==> src/core/lookup_pkg.sv <==
// ************************************************
// shared constants for the lookup search block
// ************************************************
package lookup_pkg;
  // dio byte addresses of the search interface
  localparam logic [7:0] ADDR_VLAN_LO = 8'h0a; // search vlan, low byte
  localparam logic [7:0] ADDR_VLAN_HI = 8'h0b; // search vlan, high nibble
  localparam logic [7:0] ADDR_NODE_LO = 8'h0c; // result node, least byte
  localparam logic [7:0] ADDR_NODE_HI = 8'h11; // result node, most byte
  localparam logic [7:0] ADDR_PORT_LO = 8'h12; // result port, reserved byte
  localparam logic [7:0] ADDR_PORT_HI = 8'h13; // result port, tag and code
  localparam logic [7:0] ADDR_CTRL = 8'h16; // search command
  // dio byte addresses of the statistics
  localparam logic [7:0] ADDR_SEC = 8'h17; // security violations
  localparam logic [7:0] ADDR_UNI_LO = 8'h18; // unknown unicast low
  localparam logic [7:0] ADDR_UNI_HI = 8'h19; // unknown unicast high
  localparam logic [7:0] ADDR_MUL_LO = 8'h1a; // unknown multicast low
  localparam logic [7:0] ADDR_MUL_HI = 8'h1b; // unknown multicast high
  localparam logic [7:0] ADDR_CNT_LO = 8'h1c; // entry count low
  localparam logic [7:0] ADDR_CNT_HI = 8'h1d; // entry count high
  // search command bit positions
  localparam int BIT_FOUND = 7; // result valid
  localparam int BIT_NEW = 6; // newly learned search
  localparam int BIT_NONBLOCKED_FIFO_READ = 5; // nonblocked fifo read
  localparam int BIT_PORT = 4; // port qualifier
  localparam int BIT_VLAN = 3; // vlan qualifier
  localparam int BIT_FIRST = 2; // first entry
  localparam int BIT_NEXT = 1; // next entry
  localparam int BIT_EXACT_LOOKUP = 0; // exact lookup
  localparam logic [7:0] CMD_MASK = 8'h67; // all command bits
  localparam logic [7:0] CTRL_RESET = 8'h00; // command reset value
  // table and field shapes
  localparam int TBL_AW = 11; // 2k entries
  localparam logic [TBL_AW-1:0] IDX_ZERO = 11'h000; // table start
  localparam logic [TBL_AW-1:0] IDX_LAST = 11'h7ff; // table end
  localparam logic [TBL_AW-1:0] IDX_ONE = 11'h001; // scan step
  localparam int MAC_W = 48; // address width
  localparam int VLAN_W = 12; // vlan id width
  localparam int PORT_W = 4; // port code width
  localparam int MCAST_BIT = 40; // group address bit
  localparam int SEC_W = 8; // security counter width
  localparam int CNT_W = 16; // wide counter width
  // search engine states
  typedef enum logic [2:0] {S_IDLE, S_READ, S_EVAL, S_FIFO, S_DONE} search_state_e;
endpackage

==> src/core/stat_if.sv <==
`timescale 1ns/10ps
// ************************************************
// events and read port of the statistics bank
// ************************************************
interface stat_if;
  import lookup_pkg::*;
  logic sec_event; // secured address moved
  logic uni_event; // unknown unicast flooded
  logic mul_event; // unknown multicast flooded
  logic add_event; // entry stored
  logic del_event; // entry removed
  logic rd_strobe; // host read this cycle
  logic [7:0] rd_addr; // host read address
  logic [7:0] rd_data; // bank read value
  logic stat_pulse; // a counter msb rose
  modport bank (input sec_event, uni_event, mul_event, add_event, del_event,
    rd_strobe, rd_addr, output rd_data, stat_pulse);
  modport ctrl (output sec_event, uni_event, mul_event, add_event, del_event,
    rd_strobe, rd_addr, input rd_data, stat_pulse);
endinterface // stat_if

==> src/core/entry_match.sv <==
`timescale 1ns/10ps
// ************************************************
// decides whether a table entry satisfies a search
// ************************************************
module entry_match
  import lookup_pkg::*;
(
  input wire logic [7:0] cmd_i, // command and qualifiers
  input wire logic valid_i, // entry holds an address
  input wire logic new_i, // entry newly learned
  input wire logic [MAC_W-1:0] mac_i, // entry address
  input wire logic [VLAN_W-1:0] vlan_i, // entry vlan
  input wire logic [PORT_W-1:0] port_i, // entry port
  input wire logic [MAC_W-1:0] node_i, // result node value
  input wire logic [VLAN_W-1:0] svlan_i, // search vlan value
  input wire logic [PORT_W-1:0] scode_i, // search port code
  input wire logic passed_i, // current node already seen
  output logic same_o, // entry equals result node
  output logic hit_o // entry is the answer
);
  logic qual; // qualifiers satisfied
  // qualifiers and command criteria
  always_comb begin
    same_o = valid_i && (mac_i == node_i);
    qual = 1'b1;
    if (cmd_i[BIT_PORT]) begin
      qual = qual && !mac_i[MCAST_BIT] && (port_i == scode_i);
    end
    if (cmd_i[BIT_VLAN]) begin
      qual = qual && (vlan_i == svlan_i);
    end
    hit_o = 1'b0;
    if (cmd_i[BIT_FIRST]) begin
      hit_o = valid_i && qual;
    end
    if (cmd_i[BIT_NEW]) begin
      hit_o = valid_i && new_i && qual;
    end
    if (cmd_i[BIT_NEXT]) begin
      hit_o = passed_i && valid_i && qual;
    end
    if (cmd_i[BIT_EXACT_LOOKUP]) begin
      hit_o = same_o && qual;
    end
  end
endmodule // entry_match

==> src/core/stat_bank.sv <==
`timescale 1ns/10ps
// ************************************************
// statistics counters with shared high byte latch
// ************************************************
module stat_bank
  import lookup_pkg::*;
(
  input wire logic clk_i, // system clock
  input wire logic rst_i, // sync reset
  stat_if.bank st // events and reads
);
  logic [SEC_W-1:0] sec_reg; // security violations
  logic [CNT_W-1:0] nodes_reg; // entries in table
  logic [7:0] hold_reg; // shared high byte
  logic [2:0] msb_prev_reg; // last msb values
  logic [2:0] msb_now; // current msb values
  logic [1:0] fl_ev; // flood events
  logic [1:0] fl_rd; // flood low byte reads
  logic [CNT_W-1:0] fl_val [2]; // flood counts
  logic rd_sec; // security counter read
  assign rd_sec = st.rd_strobe && (st.rd_addr == ADDR_SEC);
  assign fl_ev = {st.mul_event, st.uni_event};
  assign fl_rd[0] = st.rd_strobe && (st.rd_addr == ADDR_UNI_LO);
  assign fl_rd[1] = st.rd_strobe && (st.rd_addr == ADDR_MUL_LO);
  // flood counters, one per traffic class
  for (genvar g = 0; g < 2; g++) begin : g_flood
    logic [CNT_W-1:0] cnt_reg; // flood count
    always_ff @(posedge clk_i) begin
      if (rst_i) begin
        cnt_reg <= '0;
      end else if (fl_ev[g]) begin
        cnt_reg <= fl_rd[g] ? CNT_W'(1) : cnt_reg + CNT_W'(1);
      end else if (fl_rd[g]) begin
        cnt_reg <= '0;
      end
    end
    assign fl_val[g] = cnt_reg;
  end
  always_ff @(posedge clk_i) begin
    if (rst_i) begin
      sec_reg <= '0;
    end else if (st.sec_event) begin
      sec_reg <= rd_sec ? SEC_W'(1) : sec_reg + SEC_W'(1);
    end else if (rd_sec) begin
      sec_reg <= '0;
    end
  end
  always_ff @(posedge clk_i) begin
    if (rst_i) begin
      nodes_reg <= '0;
    end else if (st.add_event && !st.del_event) begin
      nodes_reg <= nodes_reg + CNT_W'(1);
    end else if (st.del_event && !st.add_event) begin
      nodes_reg <= nodes_reg - CNT_W'(1);
    end
  end
  // latch high byte on low read
  always_ff @(posedge clk_i) begin
    if (rst_i) begin
      hold_reg <= '0;
    end else if (fl_rd[0]) begin
      hold_reg <= fl_val[0][15:8];
    end else if (fl_rd[1]) begin
      hold_reg <= fl_val[1][15:8];
    end else if (st.rd_strobe && (st.rd_addr == ADDR_CNT_LO)) begin
      hold_reg <= nodes_reg[15:8];
    end
  end
  assign msb_now = {sec_reg[SEC_W-1], fl_val[1][CNT_W-1], fl_val[0][CNT_W-1]};
  always_ff @(posedge clk_i) begin
    if (rst_i) begin
      msb_prev_reg <= '0;
    end else begin
      msb_prev_reg <= msb_now;
    end
  end
  assign st.stat_pulse = |(msb_now & ~msb_prev_reg);
  always_comb begin
    case (st.rd_addr)
      ADDR_SEC: st.rd_data = sec_reg;
      ADDR_UNI_LO: st.rd_data = fl_val[0][7:0];
      ADDR_MUL_LO: st.rd_data = fl_val[1][7:0];
      ADDR_CNT_LO: st.rd_data = nodes_reg[7:0];
      ADDR_UNI_HI, ADDR_MUL_HI, ADDR_CNT_HI: st.rd_data = hold_reg;
      default: st.rd_data = 8'h00;
    endcase
  end
endmodule // stat_bank

==> src/core/lookup_search_and_stats.sv <==
`timescale 1ns/10ps
module lookup_search_and_stats
  import lookup_pkg::*;
(
  input wire logic MCLK_I, // 200 mhz clock
  input wire logic RESET_I, // sync reset, high
  input wire logic [7:0] DIO_ADDR_I, // register byte address
  input wire logic [7:0] DIO_WDATA_I, // write byte
  input wire logic DIO_WR_I, // write strobe
  input wire logic DIO_RD_I, // read strobe
  output logic [7:0] DIO_RDATA_O, // read byte
  output logic DIO_RVALID_O, // read byte valid
  output logic TBL_RD_O, // table read request
  output logic [TBL_AW-1:0] TBL_IDX_O, // table index
  output logic TBL_CLR_NEW_O, // clear new marker at index
  input wire logic TBL_VALID_I, // entry holds an address
  input wire logic TBL_NEW_I, // entry newly learned
  input wire logic [MAC_W-1:0] TBL_MAC_I, // entry address
  input wire logic [VLAN_W-1:0] TBL_VLAN_I, // entry vlan
  input wire logic [PORT_W-1:0] TBL_PORT_I, // entry port code
  input wire logic NBF_VALID_I, // nonblocked fifo not empty
  input wire logic [MAC_W-1:0] NBF_MAC_I, // fifo head address
  input wire logic [PORT_W-1:0] NBF_PORT_I, // fifo head port
  input wire logic [PORT_W-1:0] NBF_TAG_I, // fifo head tag
  output logic NBF_POP_O, // fifo head taken
  output logic NBF_PENDING_O, // fifo holds an entry
  input wire logic SEC_VIO_I, // secured address moved
  input wire logic UNK_UCAST_I, // unicast flooded
  input wire logic UNK_MCAST_I, // multicast flooded
  input wire logic NODE_ADD_I, // entry stored
  input wire logic NODE_DEL_I, // entry removed
  output logic SEARCH_DONE_O, // search complete pulse
  output logic STAT_IRQ_O // statistics half full pulse
);
  // ************************************************
  // state
  // ************************************************
  search_state_e state_reg; // engine state
  logic [7:0] ctrl_reg; // search command register
  logic [MAC_W-1:0] node_reg; // result node
  logic [VLAN_W-1:0] vlan_reg; // search and result vlan
  logic [PORT_W-1:0] pcode_reg; // result port code
  logic [PORT_W-1:0] tag_reg; // result frame tag
  logic [TBL_AW-1:0] idx_reg; // scan index
  logic passed_reg; // next scan passed current node
  logic tbl_rd_reg; // table read request
  logic clr_new_reg; // new marker clear
  logic pop_reg; // fifo pop
  logic done_reg; // completion pulse
  logic pend_reg; // fifo pending
  logic stat_reg; // statistics pulse
  logic [7:0] rdata_reg; // read byte
  logic rvalid_reg; // read valid
  logic [7:0] rd_mux; // selected read byte
  logic [7:0] cmd_w; // command bits written
  logic [7:0] node_off; // node byte offset
  logic wr_ctrl; // write to command register
  logic onehot; // at most one command
  logic idle; // engine idle
  logic start; // launch a command
  logic node_sel; // address in node range
  logic hit; // entry answers search
  logic same; // entry equals node
  stat_if st (); // statistics link
  // ************************************************
  // decode
  // ************************************************
  assign idle = (state_reg == S_IDLE);
  assign wr_ctrl = DIO_WR_I && (DIO_ADDR_I == ADDR_CTRL);
  assign cmd_w = DIO_WDATA_I & CMD_MASK;
  assign onehot = ((cmd_w & (cmd_w - 8'h01)) == 8'h00);
  assign start = wr_ctrl && idle && onehot && (cmd_w != 8'h00);
  assign node_off = DIO_ADDR_I - ADDR_NODE_LO;
  assign node_sel = (DIO_ADDR_I >= ADDR_NODE_LO) && (DIO_ADDR_I <= ADDR_NODE_HI);
  // entry qualification
  entry_match u_match (
    .cmd_i(ctrl_reg),
    .valid_i(TBL_VALID_I),
    .new_i(TBL_NEW_I),
    .mac_i(TBL_MAC_I),
    .vlan_i(TBL_VLAN_I),
    .port_i(TBL_PORT_I),
    .node_i(node_reg),
    .svlan_i(vlan_reg),
    .scode_i(pcode_reg),
    .passed_i(passed_reg),
    .same_o(same),
    .hit_o(hit)
  );
  // statistics bank
  assign st.sec_event = SEC_VIO_I;
  assign st.uni_event = UNK_UCAST_I;
  assign st.mul_event = UNK_MCAST_I;
  assign st.add_event = NODE_ADD_I;
  assign st.del_event = NODE_DEL_I;
  assign st.rd_strobe = DIO_RD_I;
  assign st.rd_addr = DIO_ADDR_I;
  stat_bank u_stats (
    .clk_i(MCLK_I),
    .rst_i(RESET_I),
    .st(st)
  );
  // ************************************************
  // search engine
  // ************************************************
  // scan sequencing
  always_ff @(posedge MCLK_I) begin
    if (RESET_I) begin
      state_reg <= S_IDLE;
      idx_reg <= IDX_ZERO;
      passed_reg <= 1'b0;
      tbl_rd_reg <= 1'b0;
    end else begin
      tbl_rd_reg <= 1'b0;
      case (state_reg)
        S_IDLE: begin
          if (start && cmd_w[BIT_NONBLOCKED_FIFO_READ]) begin
            state_reg <= S_FIFO;
          end else if (start) begin
            idx_reg <= IDX_ZERO;
            passed_reg <= 1'b0;
            tbl_rd_reg <= 1'b1;
            state_reg <= S_READ;
          end
        end
        S_READ: state_reg <= S_EVAL; // entry arrives next
        S_EVAL: begin
          if (hit || (idx_reg == IDX_LAST)) begin
            state_reg <= S_DONE;
          end else begin
            passed_reg <= passed_reg || same;
            idx_reg <= idx_reg + IDX_ONE;
            tbl_rd_reg <= 1'b1;
            state_reg <= S_READ;
          end
        end
        S_FIFO: state_reg <= S_DONE; // head sampled
        S_DONE: state_reg <= S_IDLE;
        default: state_reg <= S_IDLE;
      endcase
    end
  end
  // command register and found flag
  always_ff @(posedge MCLK_I) begin
    if (RESET_I) begin
      ctrl_reg <= CTRL_RESET;
    end else if (idle && wr_ctrl && onehot) begin
      ctrl_reg <= {ctrl_reg[BIT_FOUND], DIO_WDATA_I[6:0]};
    end else if (state_reg == S_EVAL && hit) begin
      ctrl_reg[BIT_FOUND] <= 1'b1;
    end else if (state_reg == S_EVAL && idx_reg == IDX_LAST) begin
      ctrl_reg[BIT_FOUND] <= 1'b0;
    end else if (state_reg == S_FIFO) begin
      ctrl_reg[BIT_FOUND] <= NBF_VALID_I;
    end else if (state_reg == S_DONE) begin
      ctrl_reg <= ctrl_reg & ~CMD_MASK;
    end
  end
  // result registers
  always_ff @(posedge MCLK_I) begin
    if (RESET_I) begin
      node_reg <= '0;
      vlan_reg <= '0;
      pcode_reg <= '0;
      tag_reg <= '0;
    end else if (state_reg == S_EVAL && hit) begin
      node_reg <= TBL_MAC_I;
      vlan_reg <= TBL_VLAN_I;
      pcode_reg <= TBL_PORT_I;
    end else if (state_reg == S_FIFO && NBF_VALID_I) begin
      node_reg <= NBF_MAC_I;
      pcode_reg <= NBF_PORT_I;
      tag_reg <= NBF_TAG_I;
    end else if (DIO_WR_I && idle) begin
      if (node_sel) begin
        node_reg[8*node_off[2:0] +: 8] <= DIO_WDATA_I;
      end
      if (DIO_ADDR_I == ADDR_VLAN_LO) begin
        vlan_reg[7:0] <= DIO_WDATA_I;
      end
      if (DIO_ADDR_I == ADDR_VLAN_HI) begin
        vlan_reg[VLAN_W-1:8] <= DIO_WDATA_I[3:0];
      end
      if (DIO_ADDR_I == ADDR_PORT_HI) begin
        pcode_reg <= DIO_WDATA_I[3:0];
        tag_reg <= DIO_WDATA_I[7:4];
      end
    end
  end
  // side effect pulses and fifo pending flag
  always_ff @(posedge MCLK_I) begin
    if (RESET_I) begin
      clr_new_reg <= 1'b0;
      pop_reg <= 1'b0;
      done_reg <= 1'b0;
      pend_reg <= 1'b0;
      stat_reg <= 1'b0;
    end else begin
      clr_new_reg <= (state_reg == S_EVAL) && hit && ctrl_reg[BIT_NEW];
      pop_reg <= (state_reg == S_FIFO) && NBF_VALID_I;
      done_reg <= (state_reg == S_DONE);
      pend_reg <= NBF_VALID_I;
      stat_reg <= st.stat_pulse;
    end
  end
  // ************************************************
  // register reads
  // ************************************************
  // local read mux, bank for the rest
  always_comb begin
    if (node_sel) begin
      rd_mux = node_reg[8*node_off[2:0] +: 8];
    end else begin
      case (DIO_ADDR_I)
        ADDR_CTRL: rd_mux = ctrl_reg;
        ADDR_VLAN_LO: rd_mux = vlan_reg[7:0];
        ADDR_VLAN_HI: rd_mux = {4'h0, vlan_reg[VLAN_W-1:8]};
        ADDR_PORT_HI: rd_mux = {tag_reg, pcode_reg};
        default: rd_mux = st.rd_data;
      endcase
    end
  end
  // registered read answer
  always_ff @(posedge MCLK_I) begin
    if (RESET_I) begin
      rdata_reg <= 8'h00;
      rvalid_reg <= 1'b0;
    end else begin
      rvalid_reg <= DIO_RD_I;
      if (DIO_RD_I) begin
        rdata_reg <= rd_mux;
      end
    end
  end
  assign DIO_RDATA_O = rdata_reg;
  assign DIO_RVALID_O = rvalid_reg;
  assign TBL_RD_O = tbl_rd_reg;
  assign TBL_IDX_O = idx_reg;
  assign TBL_CLR_NEW_O = clr_new_reg;
  assign NBF_POP_O = pop_reg;
  assign NBF_PENDING_O = pend_reg;
  assign SEARCH_DONE_O = done_reg;
  assign STAT_IRQ_O = stat_reg;
endmodule // lookup_search_and_stats

==> config.mk <==
export PLATFORM = sky130hd
export DESIGN_NAME = lookup_search_and_stats
export DESIGN_NICKNAME = d
export VERILOG_FILES = /design/src/core/lookup_pkg.sv /design/src/core/stat_if.sv /design/src/core/entry_match.sv /design/src/core/stat_bank.sv /design/src/core/lookup_search_and_stats.sv
export SDC_FILE = /design/constraint.sdc
export NUM_CORES = 1
export LEC_CHECK = 0
export BUFFER_PORTS_ARGS = -buffer_cell sky130_fd_sc_hd__buf_2
export CAP_MARGIN = 20
export CORE_AREA = 2 2 307 157
export CTS_CLUSTER_SIZE = 10
export DETAILED_ROUTE_END_ITERATION = 6
export DIE_AREA = 0 0 309 159
export MAX_ROUTING_LAYER = met4
export SYNTH_ARGS = -nofsm -noshare
export SYNTH_HDL_FRONTEND = slang
export SYNTH_HIERARCHICAL = 1
export SYNTH_SLANG_ARGS = --single-unit
==> constraint.sdc <==
create_clock -name MCLK_I -period 6.4 [get_ports MCLK_I]
set_clock_uncertainty 0.05 [all_clocks]
set_input_delay 1.6 -clock MCLK_I [delete_from_list [all_inputs] [get_ports MCLK_I]]
set_output_delay 1.6 -clock MCLK_I [all_outputs]
set_load 0.02 [all_outputs]
* Word-level counts from Yosys, hierarchy flattened
Cells that the tools add are included.
** Word-level totals
- Bits in registers :: 173
- Bits of input ports :: 148
- Output and inout bits :: 26
- Logic and storage cells :: 195
** Operators by class
- Add/sub/neg operators :: 9
- $lt $le $gt $ge :: 2
- Equality and inequality tests :: 27
- Shifts and indexed selects :: 3
- Mux-type cells :: 64
- Bitwise operators :: 5
- Reductions and logical operators :: 60
** Operator list (count)
- 2-to-1 mux 48 bit :: 4
- 2-to-1 mux 16 bit :: 8
- equality test 8 x 5 -> 1 bit, second input constant :: 9
- 2-to-1 mux 8 bit :: 8
- adder 16 x 1 -> 16 bit, second input constant :: 3
- bitwise mux 48 bit :: 1
- equality test 48 bit :: 1
- variable shift 8 x 34 -> 48 bit, first input constant :: 1
- variable part select 48 x 7 -> 8 bit :: 1
- variable part select 8 x 34 -> 48 bit :: 1
- case mux 8 bit (5 select lines) :: 1
- 2-to-1 mux 12 bit :: 3
- 2-to-1 mux 7 bit :: 5
- negator 6 -> 34 bit :: 1
- 2-to-1 mux 11 bit :: 3
- 2-to-1 mux 4 bit :: 8
- case mux 8 bit (4 select lines) :: 1
- logical AND 1 bit :: 26
- case mux 11 bit (2 select lines) :: 1
- nonzero test 2 bit :: 11
- equality test 8 x 4 -> 1 bit, second input constant :: 2
- subtractor 16 x 1 -> 16 bit, second input constant :: 1
- 2-to-1 mux 1 bit :: 15
- nonzero test 3 bit :: 5
- 31 further kinds :: 50

* Longest topological paths before layout
Gate-level depths: netlist of run 1.
- Depth after elaboration :: 13
- Mapped depth :: 12

* Hierarchy
The synthesis of run 1 kept the hierarchy.
** By module, submodules not included
- lookup_search_and_stats :: instances 1, cells each 682, area an instance 5911.9 um^2
- stat_bank :: instances 1, cells each 484, area an instance 3966.3 um^2
- entry_match :: instances 1, cells each 93, area an instance 745.7 um^2

* Worst setup path before layout of run 1
No wires, ideal clock.
- Path kind :: input to register
- Start :: input DIO_ADDR_I[1]
- End :: register node_reg[23]
- Arrival time :: 4.187 ns
- Data required time :: 6.264 ns
- Setup slack :: 2.077 ns
- Stages :: 11
- Cells stage by stage :: clkbuf_1 > clkbuf_1 > inv_1 > ha_1 > ha_1 > clkbuf_1 > nand3_1 > a2111o_1 > and2_4 > buf_6 > a221oi_2
** Between the ends
- Longest elaborated chain between the ends :: 8
** RTL lines
- start: declaration :: line lookup_search_and_stats.sv:7 : input wire logic [7:0] DIO_ADDR_I,
- subtractor 3 bit :: line lookup_search_and_stats.sv:73 : assign node_off = DIO_ADDR_I - ADDR_NODE_LO;
- negator 6 -> 34 bit :: line lookup_search_and_stats.sv:176 : node_reg[8*node_off[2:0] +: 8] <= DIO_WDATA_I;
- variable part select 8 x 34 -> 48 bit or variable shift 8 x 34 -> 48 bit (tied branches) :: line lookup_search_and_stats.sv:176
- bitwise mux 48 bit :: line lookup_search_and_stats.sv:176
- 2-to-1 mux 48 bit :: line lookup_search_and_stats.sv:175 : if (node_sel) begin
- 2-to-1 mux 48 bit :: line lookup_search_and_stats.sv:174 : end else if (DIO_WR_I && idle) begin
- 2-to-1 mux 48 bit :: line lookup_search_and_stats.sv:170 : end else if (state_reg == S_FIFO && NBF_VALID_I) begin
- 2-to-1 mux 48 bit :: line lookup_search_and_stats.sv:166 : end else if (state_reg == S_EVAL && hit) begin
- end signal: assignment :: line lookup_search_and_stats.sv:167 : node_reg <= TBL_MAC_I;
- end signal: assignment :: line lookup_search_and_stats.sv:171 : node_reg <= NBF_MAC_I;
- end signal: indexed assignment :: line lookup_search_and_stats.sv:176
- end: declaration :: line lookup_search_and_stats.sv:40 : logic [MAC_W-1:0] node_reg;
Parallel ways exist; a longest one is shown, timed or not. The select of a mux whose other input is x is not followed.
A chain may end at the register's enable or synchronous reset.

* Worst setup path after layout of run 1
- Start :: input TBL_MAC_I[47]
- End :: register node_reg[14]
** Between the ends
- Longest elaborated chain between the ends :: 7
** RTL lines
- start: declaration :: line lookup_search_and_stats.sv:18 : input wire logic [MAC_W-1:0] TBL_MAC_I,
- equality test 48 bit (*) :: line entry_match.sv:24 : same_o = valid_i && (mac_i == node_i);
- logical AND 1 bit (*) :: line entry_match.sv:24
- logical AND 1 bit (*) :: line entry_match.sv:43 : hit_o = same_o && qual;
- 2-to-1 mux 1 bit (*) :: line entry_match.sv:42 : if (cmd_i[BIT_EXACT_LOOKUP]) begin
- named net hit :: line lookup_search_and_stats.sv:62 : logic hit;
- logical AND 1 bit (*) :: line lookup_search_and_stats.sv:166
- nonzero test 3 bit (no line)
- AND reduction 2 bit (no line)
Mark *: on every way through the listed nets, which the timed path passes. The rest lies on a longest branch.

==> results of run 1 <==
[report_power, final]
part | internal (W) | switching [W] | total, W
clock | 0.000559 | 0.000537 | 0.00110
combinational | 0.000283 | 0.000431 | 0.000714
sequential | 0.00112 | 0.0000598 | 0.00118
total | 0.00196 | 0.00103 | 0.00299
[worst max-delay path, cell delays in order]
cell	delay, ns
buf_2	0.12
xor2_1	0.14
nor4_1	1.05
nand4_1	0.25
o31ai_1	0.33
and2b_1	0.30
mux2i_1	0.22
nor2_4	0.35
buf_4	0.31
nor2_1	0.18
a222oi_1	0.50
a211oi_1	0.15
[cell families (layout without fill, tap and decap cells)]
family          after synthesis  in the layout  synth area share, %
compound gates              323            323                 23.2
xor+xnor                    114            114                 9.40
fa+ha+maj                    27             27                 3.23
buf+inv                     117            245                 4.53
flops                       173            173                 32.6
mux                          58             58                 6.42
other cells                   0              7                    0
simple gates                447            447                 20.7
[routing by layer]
layer  global-route usage (%)  share of wire, %  vias to the layer above
li1                         -                 -                     4965
met1                     27.9                49                     5257
met2                     22.2                37                      560
met3                     6.23                12                       55
met4                     3.97               1.7                        0
met5                        -                 0                        -
[cells in the mapped netlist (all sizes together) (5+ instances only)]
master,number,area (um^2)
clkbuf,59,221
nor2b,14,87.6
o211ai,12,90.1
a221oi,14,129
and3,11,70.1
or3,9,61.3
nand3,38,190
nor4b,8,76.3
nand4,24,150
buf,28,148
or2,6,37.5
o22ai,10,62.6
nor2,141,529
inv,30,113
a21oi,60,319
mux4,8,180
nor4,22,138
and2,7,46.3
o21ai,34,174
nor3,55,275
ha,25,313
a31oi,7,43.8
xnor2,36,315
nand2b,6,37.5
mux2i,49,490
a22oi,20,150
a21o,13,105
dfxtp,173,3460
o221ai,8,70.1
o31ai,5,42.5
a211oi,74,601
xor2,78,683
a222oi,37,370
nand2,86,323
[final timing paths]
kind	from	to	slack, ns	cells past startpoint
setup / recovery	TBL_MAC_I[47]	node_reg[14]	1.14	12
hold / removal	DIO_RDATA_O[2]	DIO_RDATA_O[2]	0.40	2
setup reg to reg	node_reg[47]	node_reg[14]	2.00	11
hold reg to reg	DIO_RDATA_O[2]	DIO_RDATA_O[2]	0.40	2
[placed cells by master (no fill, tap or decap), types with 37 or more instances in the layout]
cell and n:
dfxtp_1 173, buf_2 172, nor2_1 140, nand2_1 86
xor2_1 78, a211oi_1 65, a21oi_1 57, nor3_1 55
mux2i_1 49, nand3_1 38, a222oi_1 37
[layout make-up]
cell class                 count  area (um^2)  share of cell area, %
timing repair buffer         183          943                   7.46
multi-input combinational    969         6700                   53.0
antenna                        7         17.5                  0.139
tap                          638          798                   6.32
inverter                      30          113                  0.891
sequential                   173         3460                   27.4
clock buffer                  17          425                   3.37
clock inverter                15          175                   1.39
[stage by stage]
| step | utilization, % | instance area (um^2) | hold WS (ns) |
|---|---|---|---|
| after global placement | 25.9 | 12000 | 0.383 |
| after CTS | 27.2 | 12600 | 0.409 |
| after global routing | 27.2 | 12600 | 0.435 |
| after detailed placement | 25.9 | 12000 | 0.392 |
| final | 27.2 | 12600 | 0.404 |
| after floorplan | - | 10600 | 0.387 |
==> impl_metrics.json, run 1 <==
{
  "grtUsageTotal_pct": 18.3,
  "rows": 56,
  "wirelength_mm": 44.8,
  "wire_length_of_the_first_global_routing_pass_mm": 65.0,
  "setup_total_negative_slack_ns": 0,
  "numPlacedInstances": 1993,
  "chipWidth_um": 309,
  "drt_iter0_drc": 1651,
  "postCtsSetupRepairBufs": 0,
  "report.final.slew_viol_count": 0,
  "area_added_between_synthesis_and_finish_pct": 19.0,
  "io_buffers": 173,
  "postLayoutSetupSlackWorst_ns": 1.14,
  "core_region_area_um2": 46400,
  "rsz0062_at_grt": "false",
  "htree_num_levels": 4,
  "achievable-frequency_ghz": 0.190,
  "initial_utilization_pct": 22.9,
  "finalWorstPathRequiredPeriod_ns": 5.26,
  "cts-buffers-inserted": 17,
  "outcome": "finished with violations",
  "die_y_um": 159,
  "critical_path.endpoint_type": "flip-flop",
  "design_power_total_w": 0.00299,
  "synth-edff-count": 0,
  "yosys_register_bits": 173,
  "critPathKind": "in2reg",
  "syn-num-nets": 1433,
  "postSynth.topFlopCell": "dfxtp_1",
  "max-cap-violations": 0,
  "maxSlewHeadroom_pct": 16.2,
  "syn_avg_cell_area_um2": 8.44,
  "worstPathRequired_ns": 6.64,
  "holdCritPathClass": "reg2reg",
  "globalRoute.totalOverflow": 0,
  "routedWlPerCell_um": 22.0,
  "post-route-period-util_pct": 82.3,
  "detailedPlacementHpwl_mm": 34.7,
  "yosys_warnings": 6,
  "preCtsSetupSlack_ns": 1.07,
  "grt_max_degree": 84,
  "yosysSeqAreaShare_pct": 32.6,
  "firstDrtPassIters": 7,
  "power-per-cell-area_nw_per_um2": 237,
  "synthesis.area_um2": 10600,
  "postRouteAntennaNets": 0,
  "post_cts_resized": 0,
  "post_route_cells_drive_above_1_share_pct": 18.6,
  "total_die_area_um2": 49100,
  "tightestPinTransition_ns": 1.25,
  "violations": "DRC",
  "power.static_leakage_nw": 4.78,
  "worst-path-max-fanout": 19,
  "avgViaCountPerCell": 5.33,
  "timing.final.hold_violations": 0,
  "synth_cell_type_count": 84,
  "grt_antenna_before_repair": 9,
  "finalSetupViolations": 0,
  "postSynth.asyncResetShare_pct": 0,
  "clkSinkCount": 173,
  "vias_in_the_first_global_route": 9912,
  "postCtsHoldBufs": 0,
  "irDropWorstVdd_v": 0.000205,
  "worstSkewPairLatency_ns": 0.46,
  "vias": 10837,
  "post_cts_clock_slew_at_the_launch_and_capture_registers_of_the_worst_setup_and_hold_paths_ns": 0.08,
  "cell_count_after_synthesis": 1259,
  "largest_register_ffs": 48,
  "detail_route.drc_violations": 85,
  "cts.root.buffer_cell": "clkbuf_16",
  "worst_setup_path_start_kind": "primary input",
  "layout.filler_cells": 5087,
  "gpl.final_weighted_congestion": 1.01,
  "largest_buffer_count_on_any_clock_path": 2,
  "worst_ep_arrival_time_ns": 5.51,
  "floorplan.io_pins": 174,
  "cts_tree": "yes",
  "final_cell_count_no_fill": 2032,
  "final_nets": 1548
}
Note: power is estimated with default switching activity, not from simulation.
==> run 2, diff against run 1 <==
clock period = 5.5 ns   (was 6.4 ns; I/O delays follow)
==> impl_metrics.json, run 2 (synthesis gave the netlist of run 1 again) <==
{
  "final_nets": 1554,
  "critical_path.slowest_cell": "nor4_1",
  "vias": 10890,
  "rows": 56,
  "post-route-period-util_pct": 97.6,
  "total_die_area_um2": 49100,
  "internal_dissipation_w": 0.00237,
  "maxSlewHeadroom_pct": 6.57,
  "routedWlPerCell_um": 21.8,
  "regToRegEndpoint": "node_reg[9]",
  "initial_utilization_pct": 22.9,
  "post_cts_resized": 0,
  "postCtsSetupRepairBufs": 0,
  "max-cap-violations": 0,
  "timing.final.hold_violations": 0,
  "hp-start": "DIO_RDATA_O[0]",
  "area_added_between_synthesis_and_finish_pct": 19.6,
  "achievable-frequency_ghz": 0.186,
  "holdCritPathClass": "reg2reg",
  "largest_register_ffs": 48,
  "firstDrtPassIters": 7,
  "report.final.slew_viol_count": 0,
  "drt_iter0_drc": 1762,
  "grt_antenna_before_repair": 10,
  "power-per-cell-area_nw_per_um2": 278,
  "reg2reg_setup_slack_ns": 0.82,
  "tightestPinTransition_ns": 1.39,
  "postRouteAntennaNets": 0,
  "wirelength_mm": 44.4,
  "setup_total_negative_slack_ns": 0,
  "violations": "DRC",
  "netSwitchingPower_w": 0.00116,
  "power.share.combinational_pct": 23.6,
  "power_switching_share_pct": 32.9,
  "critPathKind": "in2reg",
  "detail_route.drc_violations": 26,
  "io_buffers": 173,
  "irDropWorstVdd_v": 0.000189,
  "detailedPlacementHpwl_mm": 34.3,
  "timing.critical_path.max_delay_family": "simple AND/OR/NAND/NOR gates",
  "register_area_um2": 3460,
  "floorplan.io_pins": 174,
  "hold_end": "DIO_RDATA_O[0]",
  "avgViaCountPerCell": 5.34,
  "critical_path_buf_inv_count": 2,
  "rsz0062_at_grt": "false",
  "critical_path.endpoint_type": "flip-flop",
  "layout.filler_cells": 5045,
  "worst_setup_path_start_kind": "primary input",
  "worst-path-max-fanout": 19,
  "finalWorstPathRequiredPeriod_ns": 5.37,
  "path_cells": "buf_2, xor2_1, nor4_1, nand4_1, o31ai_1, and2b_1, mux2i_1, nor2_4, buf_4, nor2_1, a222oi_1, a211oi_1",
  "power_frac_seq_pct": 39.0,
  "rr_startpoint": "node_reg[23]",
  "power.static_leakage_nw": 4.82,
  "fin_hold_ws_ns": 0.414,
  "cts.root.buffer_cell": "clkbuf_16",
  "vias_in_the_first_global_route": 9773,
  "power.clock.fraction_pct": 37.4,
  "final_cell_count_no_fill": 2039,
  "worst_ep_arrival_time_ns": 5.62,
  "core_region_area_um2": 46400,
  "grt_max_degree": 57,
  "chipWidth_um": 309,
  "worstPathRequired_ns": 5.75,
  "largest_buffer_count_on_any_clock_path": 2,
  "finalSetupViolations": 0,
  "cts_tree": "yes",
  "numPlacedInstances": 1999,
  "gpl.final_weighted_congestion": 1.04,
  "postCtsHoldBufs": 0,
  "design_power_total_w": 0.00353,
  "post_cts_clock_slew_at_the_launch_and_capture_registers_of_the_worst_setup_and_hold_paths_ns": 0.07,
  "r2r_cells": 11,
  "outcome": "finished with violations",
  "most_common_cell_after_layout_fill_and_taps_aside": "dfxtp_1",
  "die_y_um": 159,
  "wire_length_of_the_first_global_routing_pass_mm": 64.3,
  "layout.cells.most_common_list": "dfxtp_1, buf_2, nor2_1",
  "critPathMaxStageDelay_ns": 1.20,
  "cts-buffers-inserted": 17,
  "multiInputGateArea_um2": 6700,
  "htree_num_levels": 4,
  "min_path_cells": 2,
  "clkSinkCount": 173,
  "worstSkewPairLatency_ns": 0.45,
  "post_route_cells_drive_above_1_share_pct": 19.0,
  "globalRoute.totalOverflow": 0,
  "grtUsageTotal_pct": 18.1
}
==> run 2: cell count changes in the layout (fill, tap and decap cells not counted), sizes merged <==
cell / before / now
diode: 7 / 8
buf: 183 / 189
clkinv: 5 / 6
inv: 38 / 33
clkinvlp: 1 / 2
clkbuf: 17 / 18
bufinv: 1 / 3
==> run 2: stage by stage <==
step	cell area, um^2	setup slack [ns]	util, %
after floorplan	10600	1.40	-
after global placement	12100	0.135	26.0
after detailed placement	12100	0.223	26.0
after CTS	12700	0.683	27.4
after global routing	12700	0.335	27.4
final	12700	0.131	27.4
==> run 2: layout make-up <==
type / count / area share, %
diodes: 8 / 0.158
flip-flops and latches: 173 / 27.3
well taps: 638 / 6.28
inverters: 30 / 0.886
clock inverters: 14 / 1.44
repair buffers: 189 / 7.78
multi-input cells: 969 / 52.7
clock buffers: 18 / 3.46
==> run 2: how the worst max path moves through the flow <==
stage | from | to | slack (ns) | cells after the start
floorplan | DIO_ADDR_I[1] | node_reg[23] | 1.40 | 11
global placement | TBL_MAC_I[23] | node_reg[40] | 0.14 | 12
detailed placement | TBL_MAC_I[23] | node_reg[9] | 0.22 | 12
CTS | TBL_MAC_I[23] | node_reg[9] | 0.68 | 12
global route | TBL_MAC_I[23] | node_reg[12] | 0.33 | 12
finish | TBL_MAC_I[23] | node_reg[9] | 0.13 | 12
==> run 2: worst reg2reg max path: cells and delay by family, from the launching register on <==
family / cells / cell delay (ns)
muxes: 1 / 0.22
and+or+nand+nor: 5 / 2.50
buffers and inverters: 1 / 0.31
AOI/OAI and AO/OA: 3 / 0.85
DFF: 1 / 0.34
xor gates and xnor gates: 1 / 0.26
==> run 2: per-layer routing <==
metal / part of all wire [%] / vias to the layer above / wire length, um / track usage [%]
met1: 47 / 5237 / 20700 / 27.2
met5: 0 / - / 0 / -
met3: 14 / 49 / 6170 / 6.30
met2: 38 / 625 / 16800 / 21.9
met4: 1.6 / 0 / 725 / 4.59
li1: - / 4979 / - / -
==> run 2: power groups by stage <==
stage | Clock, W | Combinational (W) | Sequential (W)
after global placement | 0 | 0.000793 | 0.00140
after global routing | 0.00139 | 0.000913 | 0.00138
after floorplan | 0 | 0.000567 | 0.00137
after CTS | 0.00135 | 0.000812 | 0.00137
final | 0.00132 | 0.000833 | 0.00138
after detailed placement | 0 | 0.000806 | 0.00140
